### src/design/filter_pkg.sv
// Constants, carriers and helpers of the oversampling/averaging post-filter.
// Assumes one 20 MHz clock shared by the bus, the converter core and the filter.
package filter_pkg;

  // ---------------------------------------------------------------
  // Register map (byte addresses)
  // ---------------------------------------------------------------
  localparam int         ADDR_W     = 4;
  localparam logic [3:0] CTRL_OFF   = 4'h0;
  localparam logic [3:0] RESULT_OFF = 4'h4;
  localparam logic [3:0] STATUS_OFF = 4'h8;
  localparam logic [3:0] MASK_OFF   = 4'hc;

  // ---------------------------------------------------------------
  // Control register fields and reset values
  // ---------------------------------------------------------------
  localparam int          ON_BIT     = 15;
  localparam int          MODE_LSB   = 13;
  localparam int          RATIO_LSB  = 10;
  localparam int          IRQEN_BIT  = 9;
  localparam int          READY_BIT  = 8;
  localparam int          EVENT_BIT  = 0;
  localparam logic [15:0] CTRL_RESET = 16'h0000;
  localparam logic [0:0]  MASK_RESET = 1'h0;

  localparam logic [1:0] MODE_OVERSAMPLE = 2'h0;
  localparam logic [1:0] MODE_AVERAGE    = 2'h3;

  localparam logic [1:0] RESP_OKAY   = 2'h0;
  localparam logic [1:0] RESP_SLVERR = 2'h2;

  // ---------------------------------------------------------------
  // Data widths
  // ---------------------------------------------------------------
  localparam int SAMPLE_W = 12;
  localparam int ACC_W    = 20;
  localparam int RESULT_W = 16;
  localparam int CNT_W    = 9;

  typedef struct packed {
    logic                valid;
    logic [SAMPLE_W-1:0] data;
  } sample_type;

  typedef struct packed {
    logic       on;
    logic [1:0] mode;
    logic [2:0] ratio;
    logic       irq_en;
  } control_type;

  typedef enum logic {
    FS_IDLE = 1'b0,
    FS_RUN  = 1'b1
  } filt_state_type;

  // ---------------------------------------------------------------
  // Helpers
  // ---------------------------------------------------------------
  // Log2 of the number of samples per group
  function automatic logic [3:0] ratio_log2(input logic [1:0] mode,
                                            input logic [2:0] ratio);
    if (mode == MODE_AVERAGE) begin
      return {1'b0, ratio} + 4'h1;
    end
    case (ratio)
      3'h0:    return 4'h2;
      3'h1:    return 4'h4;
      3'h2:    return 4'h6;
      3'h3:    return 4'h8;
      3'h4:    return 4'h1;
      3'h5:    return 4'h3;
      3'h6:    return 4'h5;
      default: return 4'h7;
    endcase
  endfunction

  // Right shift that turns the sum into the result format
  function automatic logic [3:0] result_shift(input logic [1:0] mode,
                                              input logic [3:0] lg);
    if (mode == MODE_AVERAGE) begin
      return lg;
    end
    return lg >> 1;
  endfunction

  function automatic logic mode_valid(input logic [1:0] mode);
    return (mode == MODE_AVERAGE) || (mode == MODE_OVERSAMPLE);
  endfunction

endpackage

### src/design/adc_oversample_average_filter.sv
// Oversampling/averaging post-filter for one converter channel.
// Assumes an AXI4-Lite master and a converter core on the same clock.
//
// Contract
// - Filter runs only while enabled; off clears ready
// - Mode 11 averages, 00 oversamples, others reserved
// - Oversample code 111: 128 samples, 12.4
// - Oversample code 000: 4 samples, 12.1
// - Average codes: 2 samples up to 256
// - Interrupt only when interrupt enable set
// - Ready flag at control bit 8
// - Reading result register clears ready flag
`timescale 1ns/1ps
module adc_oversample_average_filter
  import filter_pkg::*;
(
  // Clock, reset, clock enable
  input  wire logic              aclk,
  input  wire logic              aresetn,
  input  wire logic              ce,
  // AXI4-Lite write address and data
  input  wire logic              s_axi_awvalid,
  output logic                   s_axi_awready,
  input  wire logic [ADDR_W-1:0] s_axi_awaddr,
  input  wire logic              s_axi_wvalid,
  output logic                   s_axi_wready,
  input  wire logic [31:0]       s_axi_wdata,
  input  wire logic [3:0]        s_axi_wstrb,
  // AXI4-Lite write response
  output logic                   s_axi_bvalid,
  input  wire logic              s_axi_bready,
  output logic [1:0]             s_axi_bresp,
  // AXI4-Lite read
  input  wire logic              s_axi_arvalid,
  output logic                   s_axi_arready,
  input  wire logic [ADDR_W-1:0] s_axi_araddr,
  output logic                   s_axi_rvalid,
  input  wire logic              s_axi_rready,
  output logic [31:0]            s_axi_rdata,
  output logic [1:0]             s_axi_rresp,
  // Converter samples
  input  wire sample_type        sample,
  // Interrupt
  output logic                   irq
);

  // ---------------------------------------------------------------
  // Declarations
  // ---------------------------------------------------------------
  control_type         ctrl_r;
  logic                ready_r;
  logic                aw_held_r;
  logic [ADDR_W-1:0]   awaddr_r;
  logic                w_held_r;
  logic [31:0]         wdata_r;
  logic [3:0]          wstrb_r;
  logic                bvalid_r;
  logic [1:0]          bresp_r;
  logic                rvalid_r;
  logic [31:0]         rdata_r;
  logic [1:0]          rresp_r;
  logic                wr_go;
  logic                rd_go;
  logic                ctrl_wr;
  logic                status_wr;
  logic                mask_wr;
  logic                result_rd;
  logic                restart;
  logic                run;
  logic [3:0]          lg;
  logic [3:0]          shift;
  logic                acc_done;
  logic [RESULT_W-1:0] result;
  logic                status;
  logic                mask;
  logic                irq_raw;
  logic [15:0]         ctrl_word;
  control_type         ctrl_nxt;

  // ---------------------------------------------------------------
  // Bus handshakes
  // ---------------------------------------------------------------
  assign s_axi_awready = ce && !aw_held_r && !bvalid_r;
  assign s_axi_wready  = ce && !w_held_r && !bvalid_r;
  assign s_axi_arready = ce && !rvalid_r;
  assign s_axi_bvalid  = bvalid_r;
  assign s_axi_bresp   = bresp_r;
  assign s_axi_rvalid  = rvalid_r;
  assign s_axi_rdata   = rdata_r;
  assign s_axi_rresp   = rresp_r;

  assign wr_go     = ce && aw_held_r && w_held_r && !bvalid_r;
  assign rd_go     = s_axi_arvalid && s_axi_arready;
  assign ctrl_wr   = wr_go && (awaddr_r == CTRL_OFF);
  assign status_wr = wr_go && (awaddr_r == STATUS_OFF) && wstrb_r[0];
  assign mask_wr   = wr_go && (awaddr_r == MASK_OFF) && wstrb_r[0];
  assign result_rd = rd_go && (s_axi_araddr == RESULT_OFF);

  always_ff @(posedge aclk) begin
    if (!aresetn) begin
      aw_held_r <= 1'b0;
      awaddr_r  <= '0;
    end else if (ce) begin
      if (s_axi_awvalid && s_axi_awready) begin
        aw_held_r <= 1'b1;
        awaddr_r  <= s_axi_awaddr;
      end else if (wr_go) begin
        aw_held_r <= 1'b0;
      end
    end
  end

  always_ff @(posedge aclk) begin
    if (!aresetn) begin
      w_held_r <= 1'b0;
      wdata_r  <= '0;
      wstrb_r  <= '0;
    end else if (ce) begin
      if (s_axi_wvalid && s_axi_wready) begin
        w_held_r <= 1'b1;
        wdata_r  <= s_axi_wdata;
        wstrb_r  <= s_axi_wstrb;
      end else if (wr_go) begin
        w_held_r <= 1'b0;
      end
    end
  end

  always_ff @(posedge aclk) begin
    if (!aresetn) begin
      bvalid_r <= 1'b0;
      bresp_r  <= RESP_OKAY;
    end else if (ce) begin
      if (wr_go) begin
        bvalid_r <= 1'b1;
        case (awaddr_r)
          CTRL_OFF, RESULT_OFF, STATUS_OFF, MASK_OFF: bresp_r <= RESP_OKAY;
          default:                                   bresp_r <= RESP_SLVERR;
        endcase
      end else if (s_axi_bready) begin
        bvalid_r <= 1'b0;
      end
    end
  end

  // ---------------------------------------------------------------
  // Control register
  // ---------------------------------------------------------------
  assign ctrl_word = {ctrl_r.on, ctrl_r.mode, ctrl_r.ratio, ctrl_r.irq_en,
                      ready_r, 8'h00};

  always_comb begin
    ctrl_nxt = ctrl_r;
    if (wstrb_r[1]) begin
      ctrl_nxt.on     = wdata_r[ON_BIT];
      ctrl_nxt.mode   = wdata_r[MODE_LSB +: 2];
      ctrl_nxt.ratio  = wdata_r[RATIO_LSB +: 3];
      ctrl_nxt.irq_en = wdata_r[IRQEN_BIT];
    end
  end

  always_ff @(posedge aclk) begin
    if (!aresetn) begin
      ctrl_r <= control_type'({CTRL_RESET[ON_BIT], CTRL_RESET[MODE_LSB +: 2],
                               CTRL_RESET[RATIO_LSB +: 3], CTRL_RESET[IRQEN_BIT]});
    end else if (ce && ctrl_wr) begin
      ctrl_r <= ctrl_nxt;
    end
  end

  // A new mode or ratio throws away the partial group
  assign restart = ctrl_wr && (ctrl_nxt != ctrl_r);
  assign run     = ctrl_r.on && mode_valid(ctrl_r.mode);
  assign lg      = ratio_log2(ctrl_r.mode, ctrl_r.ratio);
  assign shift   = result_shift(ctrl_r.mode, lg);

  // ---------------------------------------------------------------
  // Filter core
  // ---------------------------------------------------------------
  filter_accum u_accum (
    .aclk     (aclk),
    .aresetn  (aresetn),
    .ce       (ce),
    .run      (run),
    .restart  (restart),
    .lg       (lg),
    .shift    (shift),
    .sample   (sample),
    .done_r   (acc_done),
    .result_r (result)
  );

  // Ready flag: off clears it; a new result beats a read of the old one
  always_ff @(posedge aclk) begin
    if (!aresetn) begin
      ready_r <= 1'b0;
    end else if (ce) begin
      if (!ctrl_r.on) begin
        ready_r <= 1'b0;
      end else if (acc_done) begin
        ready_r <= 1'b1;
      end else if (result_rd) begin
        ready_r <= 1'b0;
      end
    end
  end

  // ---------------------------------------------------------------
  // Interrupt
  // ---------------------------------------------------------------
  filter_event_irq u_irq (
    .aclk      (aclk),
    .aresetn   (aresetn),
    .ce        (ce),
    .event_in  (acc_done && ctrl_r.irq_en),
    .status_wr (status_wr),
    .mask_wr   (mask_wr),
    .wdata0    (wdata_r[EVENT_BIT]),
    .status_r  (status),
    .mask_r    (mask),
    .irq       (irq_raw)
  );

  assign irq = irq_raw && ctrl_r.irq_en;

  // ---------------------------------------------------------------
  // Read channel
  // ---------------------------------------------------------------
  always_ff @(posedge aclk) begin
    if (!aresetn) begin
      rvalid_r <= 1'b0;
      rdata_r  <= '0;
      rresp_r  <= RESP_OKAY;
    end else if (ce) begin
      if (rd_go) begin
        rvalid_r <= 1'b1;
        rresp_r  <= RESP_OKAY;
        case (s_axi_araddr)
          CTRL_OFF:   rdata_r <= {16'h0000, ctrl_word};
          RESULT_OFF: rdata_r <= {16'h0000, result};
          STATUS_OFF: rdata_r <= {31'h0000_0000, status};
          MASK_OFF:   rdata_r <= {31'h0000_0000, mask};
          default: begin
            rdata_r <= '0;
            rresp_r <= RESP_SLVERR;
          end
        endcase
      end else if (s_axi_rready) begin
        rvalid_r <= 1'b0;
      end
    end
  end

  // ---------------------------------------------------------------
  // Checks
  // ---------------------------------------------------------------
  logic [CNT_W-1:0] seen_r;
  logic             live_r;

  // Mirrors the accumulator: a sample counts only once it is running
  always_ff @(posedge aclk) begin
    if (!aresetn) begin
      live_r <= 1'b0;
    end else if (ce) begin
      live_r <= run && !restart;
    end
  end

  // Counts samples taken into the current group
  always_ff @(posedge aclk) begin
    if (!aresetn) begin
      seen_r <= '0;
    end else if (ce) begin
      if (!run || restart) begin
        seen_r <= '0;
      end else if (acc_done) begin
        seen_r <= CNT_W'(sample.valid && live_r);
      end else begin
        seen_r <= seen_r + CNT_W'(sample.valid && live_r);
      end
    end
  end

  off_clears_ready_a: assert property (
    @(posedge aclk) disable iff (!aresetn)
    ce && !ctrl_r.on |=> !ready_r)
    else $error("ready stayed set while filter off");

  reserved_mode_idle_a: assert property (
    @(posedge aclk) disable iff (!aresetn)
    ce && !mode_valid(ctrl_r.mode) ##1 ce && !mode_valid(ctrl_r.mode) |=> !acc_done)
    else $error("result produced in reserved mode");

  over128_group_a: assert property (
    @(posedge aclk) disable iff (!aresetn)
    acc_done && ctrl_r.mode == MODE_OVERSAMPLE && ctrl_r.ratio == 3'h7
    |-> seen_r == 9'h080)
    else $error("oversample code 7 group not 128 samples");

  over4_width_a: assert property (
    @(posedge aclk) disable iff (!aresetn)
    acc_done && ctrl_r.mode == MODE_OVERSAMPLE && ctrl_r.ratio == 3'h0
    |-> seen_r == 9'h004 && result < 16'h2000)
    else $error("oversample code 0 group wrong");

  avg_group_a: assert property (
    @(posedge aclk) disable iff (!aresetn)
    acc_done && ctrl_r.mode == MODE_AVERAGE
    |-> seen_r == (CNT_W'(2) << ctrl_r.ratio) && result < 16'h1000)
    else $error("average group size or width wrong");

  irq_gated_a: assert property (
    @(posedge aclk) disable iff (!aresetn)
    irq |-> ctrl_r.irq_en && status && mask)
    else $error("interrupt without enable");

  irq_raise_a: assert property (
    @(posedge aclk) disable iff (!aresetn)
    ce && acc_done && ctrl_r.irq_en ##1 ctrl_r.irq_en && mask |-> irq)
    else $error("interrupt not raised on result");

  ready_readback_a: assert property (
    @(posedge aclk) disable iff (!aresetn)
    rd_go && s_axi_araddr == CTRL_OFF |=> rdata_r[READY_BIT] == $past(ready_r))
    else $error("control read lost ready flag");

  read_clears_a: assert property (
    @(posedge aclk) disable iff (!aresetn)
    result_rd && !acc_done |=> !ready_r)
    else $error("result read did not clear ready");

  done_sets_ready_a: assert property (
    @(posedge aclk) disable iff (!aresetn)
    ce && acc_done && ctrl_r.on |=> ready_r && seen_r <= 9'h001)
    else $error("group end did not set ready");

  result_hold_a: assert property (
    @(posedge aclk) disable iff (!aresetn)
    !acc_done |-> $stable(result))
    else $error("result changed without a finished group");

  ready_source_a: assert property (
    @(posedge aclk) disable iff (!aresetn)
    $rose(ready_r) |-> $past(acc_done))
    else $error("ready rose without a finished group");

endmodule

### src/design/filter_accum.sv
// Sample accumulator: sums one group of samples and scales the sum.
// Assumes samples arrive on the same clock as one-cycle valid strobes.
`timescale 1ns/1ps
module filter_accum
  import filter_pkg::*;
(
  // Clock and reset
  input  wire logic                aclk,
  input  wire logic                aresetn,
  input  wire logic                ce,
  // Control
  input  wire logic                run,
  input  wire logic                restart,
  input  wire logic [3:0]          lg,
  input  wire logic [3:0]          shift,
  // Samples and result
  input  wire sample_type          sample,
  output logic                     done_r,
  output logic [RESULT_W-1:0]      result_r
);

  filt_state_type    state_r;
  logic [ACC_W-1:0]  acc_r;
  logic [CNT_W-1:0]  cnt_r;
  logic [ACC_W-1:0]  sum_nxt;
  logic [CNT_W-1:0]  cnt_nxt;
  logic [ACC_W-1:0]  scaled;

  assign sum_nxt = acc_r + ACC_W'(sample.data);
  assign cnt_nxt = cnt_r + 9'h001;
  assign scaled  = sum_nxt >> shift;

  always_ff @(posedge aclk) begin
    if (!aresetn) begin
      state_r  <= FS_IDLE;
      acc_r    <= '0;
      cnt_r    <= '0;
      done_r   <= 1'b0;
      result_r <= '0;
    end else if (ce) begin
      done_r <= 1'b0;
      case (state_r)
        FS_IDLE: begin
          acc_r <= '0;
          cnt_r <= '0;
          if (run && !restart) begin
            state_r <= FS_RUN;
          end
        end
        FS_RUN: begin
          if (!run || restart) begin
            state_r <= FS_IDLE;
            acc_r   <= '0;
            cnt_r   <= '0;
          end else if (sample.valid) begin
            if (cnt_nxt == (CNT_W'(1) << lg)) begin
              result_r <= scaled[RESULT_W-1:0];
              done_r   <= 1'b1;
              acc_r    <= '0;
              cnt_r    <= '0;
            end else begin
              acc_r <= sum_nxt;
              cnt_r <= cnt_nxt;
            end
          end
        end
        default: state_r <= FS_IDLE;
      endcase
    end
  end

endmodule

### src/design/filter_event_irq.sv
// Sticky event status with mask, write-one-to-clear, one level interrupt.
// Assumes register writes come as one-cycle strobes on the same clock.
`timescale 1ns/1ps
module filter_event_irq
  import filter_pkg::*;
(
  // Clock and reset
  input  wire logic aclk,
  input  wire logic aresetn,
  input  wire logic ce,
  // Event and register access
  input  wire logic event_in,
  input  wire logic status_wr,
  input  wire logic mask_wr,
  input  wire logic wdata0,
  // State and interrupt
  output logic      status_r,
  output logic      mask_r,
  output logic      irq
);

  always_ff @(posedge aclk) begin
    if (!aresetn) begin
      status_r <= 1'b0;
    end else if (ce) begin
      if (event_in) begin
        status_r <= 1'b1;
      end else if (status_wr && wdata0) begin
        status_r <= 1'b0;
      end
    end
  end

  always_ff @(posedge aclk) begin
    if (!aresetn) begin
      mask_r <= MASK_RESET;
    end else if (ce && mask_wr) begin
      mask_r <= wdata0;
    end
  end

  assign irq = status_r & mask_r;

endmodule

### config.mk
export PLATFORM = sky130hd
export DESIGN_NAME = adc_oversample_average_filter
export DESIGN_NICKNAME = d
export VERILOG_FILES = /design/src/design/filter_pkg.sv /design/src/design/adc_oversample_average_filter.sv /design/src/design/filter_accum.sv /design/src/design/filter_event_irq.sv
export SDC_FILE = /design/constraint.sdc
export NUM_CORES = 1
export LEC_CHECK = 0
export ABC_AREA = 0
export BUFFER_PORTS_ARGS = -buffer_cell sky130_fd_sc_hd__buf_2
export CELL_PAD_IN_SITES_DETAIL_PLACEMENT = 2
export CELL_PAD_IN_SITES_GLOBAL_PLACEMENT = 2
export CORE_UTILIZATION = 34
export DETAILED_ROUTE_END_ITERATION = 10
export PLACE_DENSITY = 0.78
export SLEW_MARGIN = 20
export SYNTH_ARGS = -nofsm -noshare
export SYNTH_HDL_FRONTEND = slang
export SYNTH_HIERARCHICAL = 1
export SYNTH_SLANG_ARGS = --single-unit
### constraint.sdc
create_clock -name aclk -period 4.29 [get_ports aclk]
set_clock_uncertainty 0.1 [all_clocks]
set_input_delay 0.429 -clock aclk [delete_from_list [all_inputs] [get_ports aclk]]
set_output_delay 0.429 -clock aclk [all_outputs]
set_load 0.01 [all_outputs]
; ---- Yosys cells after proc, flatten, opt, wreduce, memory -nomap -nowiden
; Index checks and enable logic that the tools add are counted.
[word_totals]
register_bits = 119
out_inout_bits = 42
[op_classes]
addsub = 3
n_eq_ne = 17
n_shift = 2
n_mux = 37
bitwise = 3
n_reduce_logical = 56
[op_table]
columns = op, n
row1 = one-hot mux 16 bit (4 select lines), 1
row2 = 2-to-1 mux 20 bit, 3
row3 = one-hot mux 20 bit (2 select lines), 1
row4 = one-hot mux 4 bit (7 select lines), 1
row5 = 2-to-1 mux 9 bit, 3
row6 = logical AND 1 bit, 25
row7 = AND reduction 2 bit, 11
row8 = adder 20 x 12 -> 20 bit, 1
row9 = >> shifter 20 x 4 -> 16 bit, 1
row10 = 2-to-1 mux 1 bit, 19
row11 = one-hot mux 9 bit (2 select lines), 1
row12 = "== test 4 bit, second input constant", 4
row13 = 2-to-1 mux 4 bit, 4
row14 = nonzero test 2 bit, 5
row15 = "adder 9 x 1 -> 9 bit, second input constant", 1
row16 = "== test 3 bit, second input constant", 3
row17 = == test 9 bit, 1
row18 = "<< shifter 1 x 4 -> 9 bit, first input constant", 1
row19 = "== test 4 x 3 -> 1 bit, second input constant", 2
row20 = logical NOT 4 bit, 2
row21 = OR reduction 4 bit, 2
row22 = 2-to-1 mux 7 bit, 1
row23 = inequality test 7 bit, 1
row24 = "== test 3 x 2 -> 1 bit, second input constant", 2
row25 = 14 further kinds, 22

; ---- Depth between registers and ports, before layout
[depth]
depth_word = 9
mapped_depth = 16
mapped_depth_nobuf = 14

; ---- By module
; The synthesis kept the hierarchy.
[modules_own_cells]
columns = mod, n_inst, cells_each, area_each_um2, seq_area_each_um2
row1 = filter_accum, 1, 579, 4375.4, 940.9
row2 = adc_oversample_average_filter, 1, 277, 2399.8, 880.8
row3 = filter_event_irq, 1, 10, 88.8, 40.0

; ---- Least setup slack after synthesis
; No wires, ideal clock.
[synth_path]
kind = register to register
start = register ctrl_r[1] (netlist bit)
end = register u_accum.result_r[4]
setup_time_ps = 122
t_arrival_ps = 3306
required_ps = 4068
slack_ps = 762
path_stages_with_launch = 15
cell_sequence = dfxtp_1 -> inv_1 -> ha_1 -> nor2_1 -> a221oi_1 -> o21ai_0 -> nor4bb_1 -> xor2_1 -> or3_1 -> a32oi_1 -> and2_1 -> nand2_1 -> buf_2 -> and3_1 -> a221o_1
[synth_via]
elab_chain_cells = 6
[synth_rtl]
columns = item, line_no
row1 = from (decl), adc_oversample_average_filter.sv:50  ; control_type ctrl_r;
row2 = from (signal assigned), adc_oversample_average_filter.sv:164  ; ctrl_r <= control_type'({CTRL_RESET[ON_BIT], CTRL_RESET[MODE_LSB +: 2],
row3 = from (signal assigned), adc_oversample_average_filter.sv:167  ; ctrl_r <= ctrl_nxt;
row4 = adder 3 x 1 -> 4 bit (tied with other cells), filter_pkg.sv:64  ; return {1'b0, ratio} + 4'h1;
row5 = 2-to-1 mux 4 bit / one-hot mux 4 bit (7 select lines) (equally long branches), "filter_pkg.sv:63, filter_pkg.sv:66"
row6 = 2-to-1 mux 4 bit (*), filter_pkg.sv:66  ; case (ratio)
row7 = named net lg[2], adc_oversample_average_filter.sv:70  ; logic [3:0] lg;
row8 = 2-to-1 mux 4 bit / << shifter 1 x 4 -> 9 bit (equally long branches), "filter_pkg.sv:81, filter_accum.sv:56"
row9 = 2-to-1 mux 4 bit / == test 9 bit (equally long branches), "filter_pkg.sv:84, filter_accum.sv:56"
row10 = >> shifter 20 x 4 -> 16 bit / AND reduction 5 bit (equally long branches), -
row11 = to (signal assigned), filter_accum.sv:57  ; result_r <= scaled[RESULT_W-1:0];
row12 = to (decl), filter_accum.sv:19  ; output logic [RESULT_W-1:0] result_r
; Mark *: on every way through the listed nets, which the timed path passes. The rest lies on a longest branch. The select of a mux whose other input is x is not followed.
; A chain may end at the register's enable or synchronous reset.

; ---- Worst setup path in the final report
[layout_path]
start = register ctrl_r[2] (netlist bit)
end = register u_accum.result_r[15]
; Same word-level chain as after synthesis.

==> results.yml <==
clock_network:
  clk_pin_slew_worst_paths_ns: 0.08
  numCtsBuffers: 9
  clock-root-buffer: "clkbuf_16"
  numClockSinks: 93
  htreeDepth: 3
  clock_latency_ns: 0.36
  cts_buffer_depth: 2
  cts_tree: "done"
  cts_hold_buffers: 0
  post_cts.repair.setup_buffers: 0
placed_design:
  place_area_um2: 7410
  dp_slack_ns: 0.0134
  place_inst: 1164
  place_congestion: 0.882
  dp_hpwl_mm: 17.2
  port-buffer-count: 62
yosys:
  synth_compound_area_share_pct: 24.7
  synth_xor_area_share_pct: 4.34
  yosys_register_bits: 93
  synthFlopType: "dfxtp_1"
  synth_fa_ha_area_share_pct: 3.76
  synth_top_area_share_pct: 27.1
  synthDistinctLibCells: 93
  avgSynthCellArea_um2: 7.93
  synth_edf_count: 0
  yosysSeqAreaShare_pct: 27.1
  netlist_area_um2: 6860
  synthTopCellsByCount: "118 x nand2_1, 93 x dfxtp_1, 66 x nor2_1"
  syn_inst: 866
  async_reset_ff_share_pct: 0
  synthSimpleGateAreaFrac_pct: 26.3
  yosysWarnings: 6
  synth.most_common_cell: "nand2_1"
  synth_top_cell_by_area: "dfxtp_1"
  synthTopCellsByArea: "dfxtp_1 27%, nand2_1 6.5%, nor2_1 3.6%"
  synth_top_family_by_area: "simple AND/OR/NAND/NOR gates"
  synthMuxAreaShare_pct: 6.98
setup_path:
  required_ns: 4.46
  r2r_slack_ns: 0.27
  crit_type: "reg -> reg"
  rr_endpoint: "u_accum/result_r[15]"
  startpoint_type: "register"
  rr_startpoint: "ctrl_r[2]"
  end_kind: "register"
  worstPathArrival_ns: 4.19
  reg2reg_depth: 14
  cp_max_fo: 10
final_layout:
  multiInputGateArea_um2: 4700
  final_area_um2: 7790
  synthToLayoutAreaGrowth_pct: 13.5
  regArea_um2: 1860
  drive_gt1_share_pct: 17.7
  final_core_util_pct: 39.6
  nets: 995
  num_antenna_cells: 0
  stdcell_count: 1180
  nFillCells: 2335
worst_hold_path:
  hp-start: "s_axi_wdata[11]"
  min_to: "wdata_r[11]"
  hold_depth: 3
  min_path_type: "in -> reg"
grt:
  grt_pass1_wl_mm: 37.1
  grt_overflow: 0
  grt_max_degree: 66
  grt_pass1_vias: 6898
  grt_use_total_pct: 23.0
  antenna_found_initial: 0
power_and_ir_drop:
  vdd_drop_max_v: 0.000164
  p_sw_share_pct: 28.6
  powerDensity_nw_per_um2: 242
  clkPwrFrac_pct: 44.5
  leakage_nw: 2.93
  finalPower_mw: 1.88
  power.switching_mw: 0.538
  seq_power_share_pct: 46.8
  internal_power_mw: 1.35
  pwr-share-comb_pct: 8.7
floorplan:
  rows: 51
  num_io_pins: 107
  initial_core_util_pct: 34.9
  die_w_um: 144
  die_area_um2: 20800
  core_area_um2: 19700
  die_y_um: 144
timing:
  setup_viol: 0
  period_needed_ns: 4.02
  fmax_mhz: 249
  worst_pin_slew_ns: 1.02
  final.setup.tns_ns: 0
  period_share_pct: 93.6
  hold_slack_ns: 0.198
  slew_headroom_pct: 32.1
  fin_ws_ns: 0.275
  slew_viol_final: 0
  hold_violations: 0
status:
  status: "finished, final reports clean"
flow_run:
  drv_cap: 0
drt:
  drc: 0
  dr.first_iter.drc_count: 372
  vias_per_cell: 5.68
  num_vias: 6703
  wl_mm: 23.5
  detail-route-antenna-nets: 0
  wl_per_cell_um: 19.9
  firstDrtPassIters: 5
==> state kept, by name (all words and copies together) (netlist names) <==
name              cells
aw_held_r             1
awaddr_r              4
ctrl_r                7
ready_r               1
s_axi_bresp           1
s_axi_bvalid          1
s_axi_rdata          16
s_axi_rresp           1
s_axi_rvalid          1
u_accum/acc_r        20
u_accum/cnt_r         9
u_accum/done_r        1
u_accum/result_r     16
u_accum/state_r       1
u_irq/mask_r          1
u_irq/status_r        1
w_held_r              1
wdata_r               8
wstrb_r               2
==> cells in the final DEF, fill, tap and decap left out, types with 19 or more instances in the layout <==
| master | instances |
|---|---|
| mux2i_1 | 22 |
| buf_2 | 62 |
| dfxtp_1 | 93 |
| nand2_1 | 118 |
| a21boi_1 | 25 |
| o21ai_0 | 26 |
| nand3_1 | 41 |
| a21oi_1 | 36 |
| buf_4 | 26 |
| ha_1 | 19 |
| nor2_1 | 66 |
==> worst max-delay path by stage <==
stage,depth (start not counted),start,end
after floorplan,14,ctrl_r[1],u_accum/result_r[4]
after global placement,13,ctrl_r[2],u_accum/result_r[2]
after detailed placement,14,ctrl_r[2],u_accum/result_r[1]
after CTS,14,ctrl_r[2],u_accum/result_r[1]
after global routing,14,ctrl_r[2],u_accum/result_r[15]
final,14,ctrl_r[2],u_accum/result_r[15]
==> critical path, cell delays in order, from the launching register on <==
cell and delay (ns):
dfxtp_1 0.47, inv_1 0.11, ha_1 0.26, a221oi_2 0.39, o21ai_0 0.20, buf_4 0.22
nor4b_1 0.32, xor2_1 0.13, or3_1 0.37, a32oi_2 0.30, and2_1 0.20, nand2_1 0.25
nor2_1 0.24, nand2_1 0.13, o21ai_0 0.21
==> metal layers <==
| metal | vias up | share of wire [%] | global-route usage (%) | wire length [um] |
|---|---|---|---|---|
| li1 | 3223 | - | - | - |
| met1 | 3370 | 46 | 29.2 | 10800 |
| met2 | 91 | 50 | 41.2 | 11800 |
| met3 | 19 | 2.6 | 2.78 | 619 |
| met4 | 0 | 1.0 | 4.76 | 237 |
| met5 | - | 0 | 0 | 0 |
==> final cells by class <==
type | count | area share, %
Inverter | 18 | 0.868
Multi-Input combinational cell | 699 | 60.4
Clock buffer | 9 | 2.89
Timing Repair Buffer | 89 | 6.75
Tap cell | 265 | 4.26
Clock inverter | 7 | 0.964
Sequential cell | 93 | 23.9
==> power by group through the flow <==
stage	sequential [mW]	clock, mW	combinational (mW)
2_1_floorplan	0.900	0	0.120
3_3_place_gp	0.901	0	0.160
3_5_place_dp	0.902	0	0.164
4_1_cts	0.882	0.862	0.165
5_1_grt	0.883	0.893	0.180
6_report	0.882	0.837	0.164
==> what timing repair did <==
item | 4_1_cts | 5_1_grt
endpoints found under the setup margin | 13 | 45
resized for setup | 1 | 10
pin swaps | 0 | 1
gates cloned | 0 | 0
==> kinds of logic after synthesis <==
logic type | after synthesis
multiplexers | 41
buffers and inverters | 91
AND/OR/NAND/NOR | 356
AO/OA/AOI/OAI | 234
flip-flops | 93
XOR/XNOR | 30
adder cells (fa/ha/maj) | 20
other | 1
No activity file was read; power rests on OpenSTA's default activity.
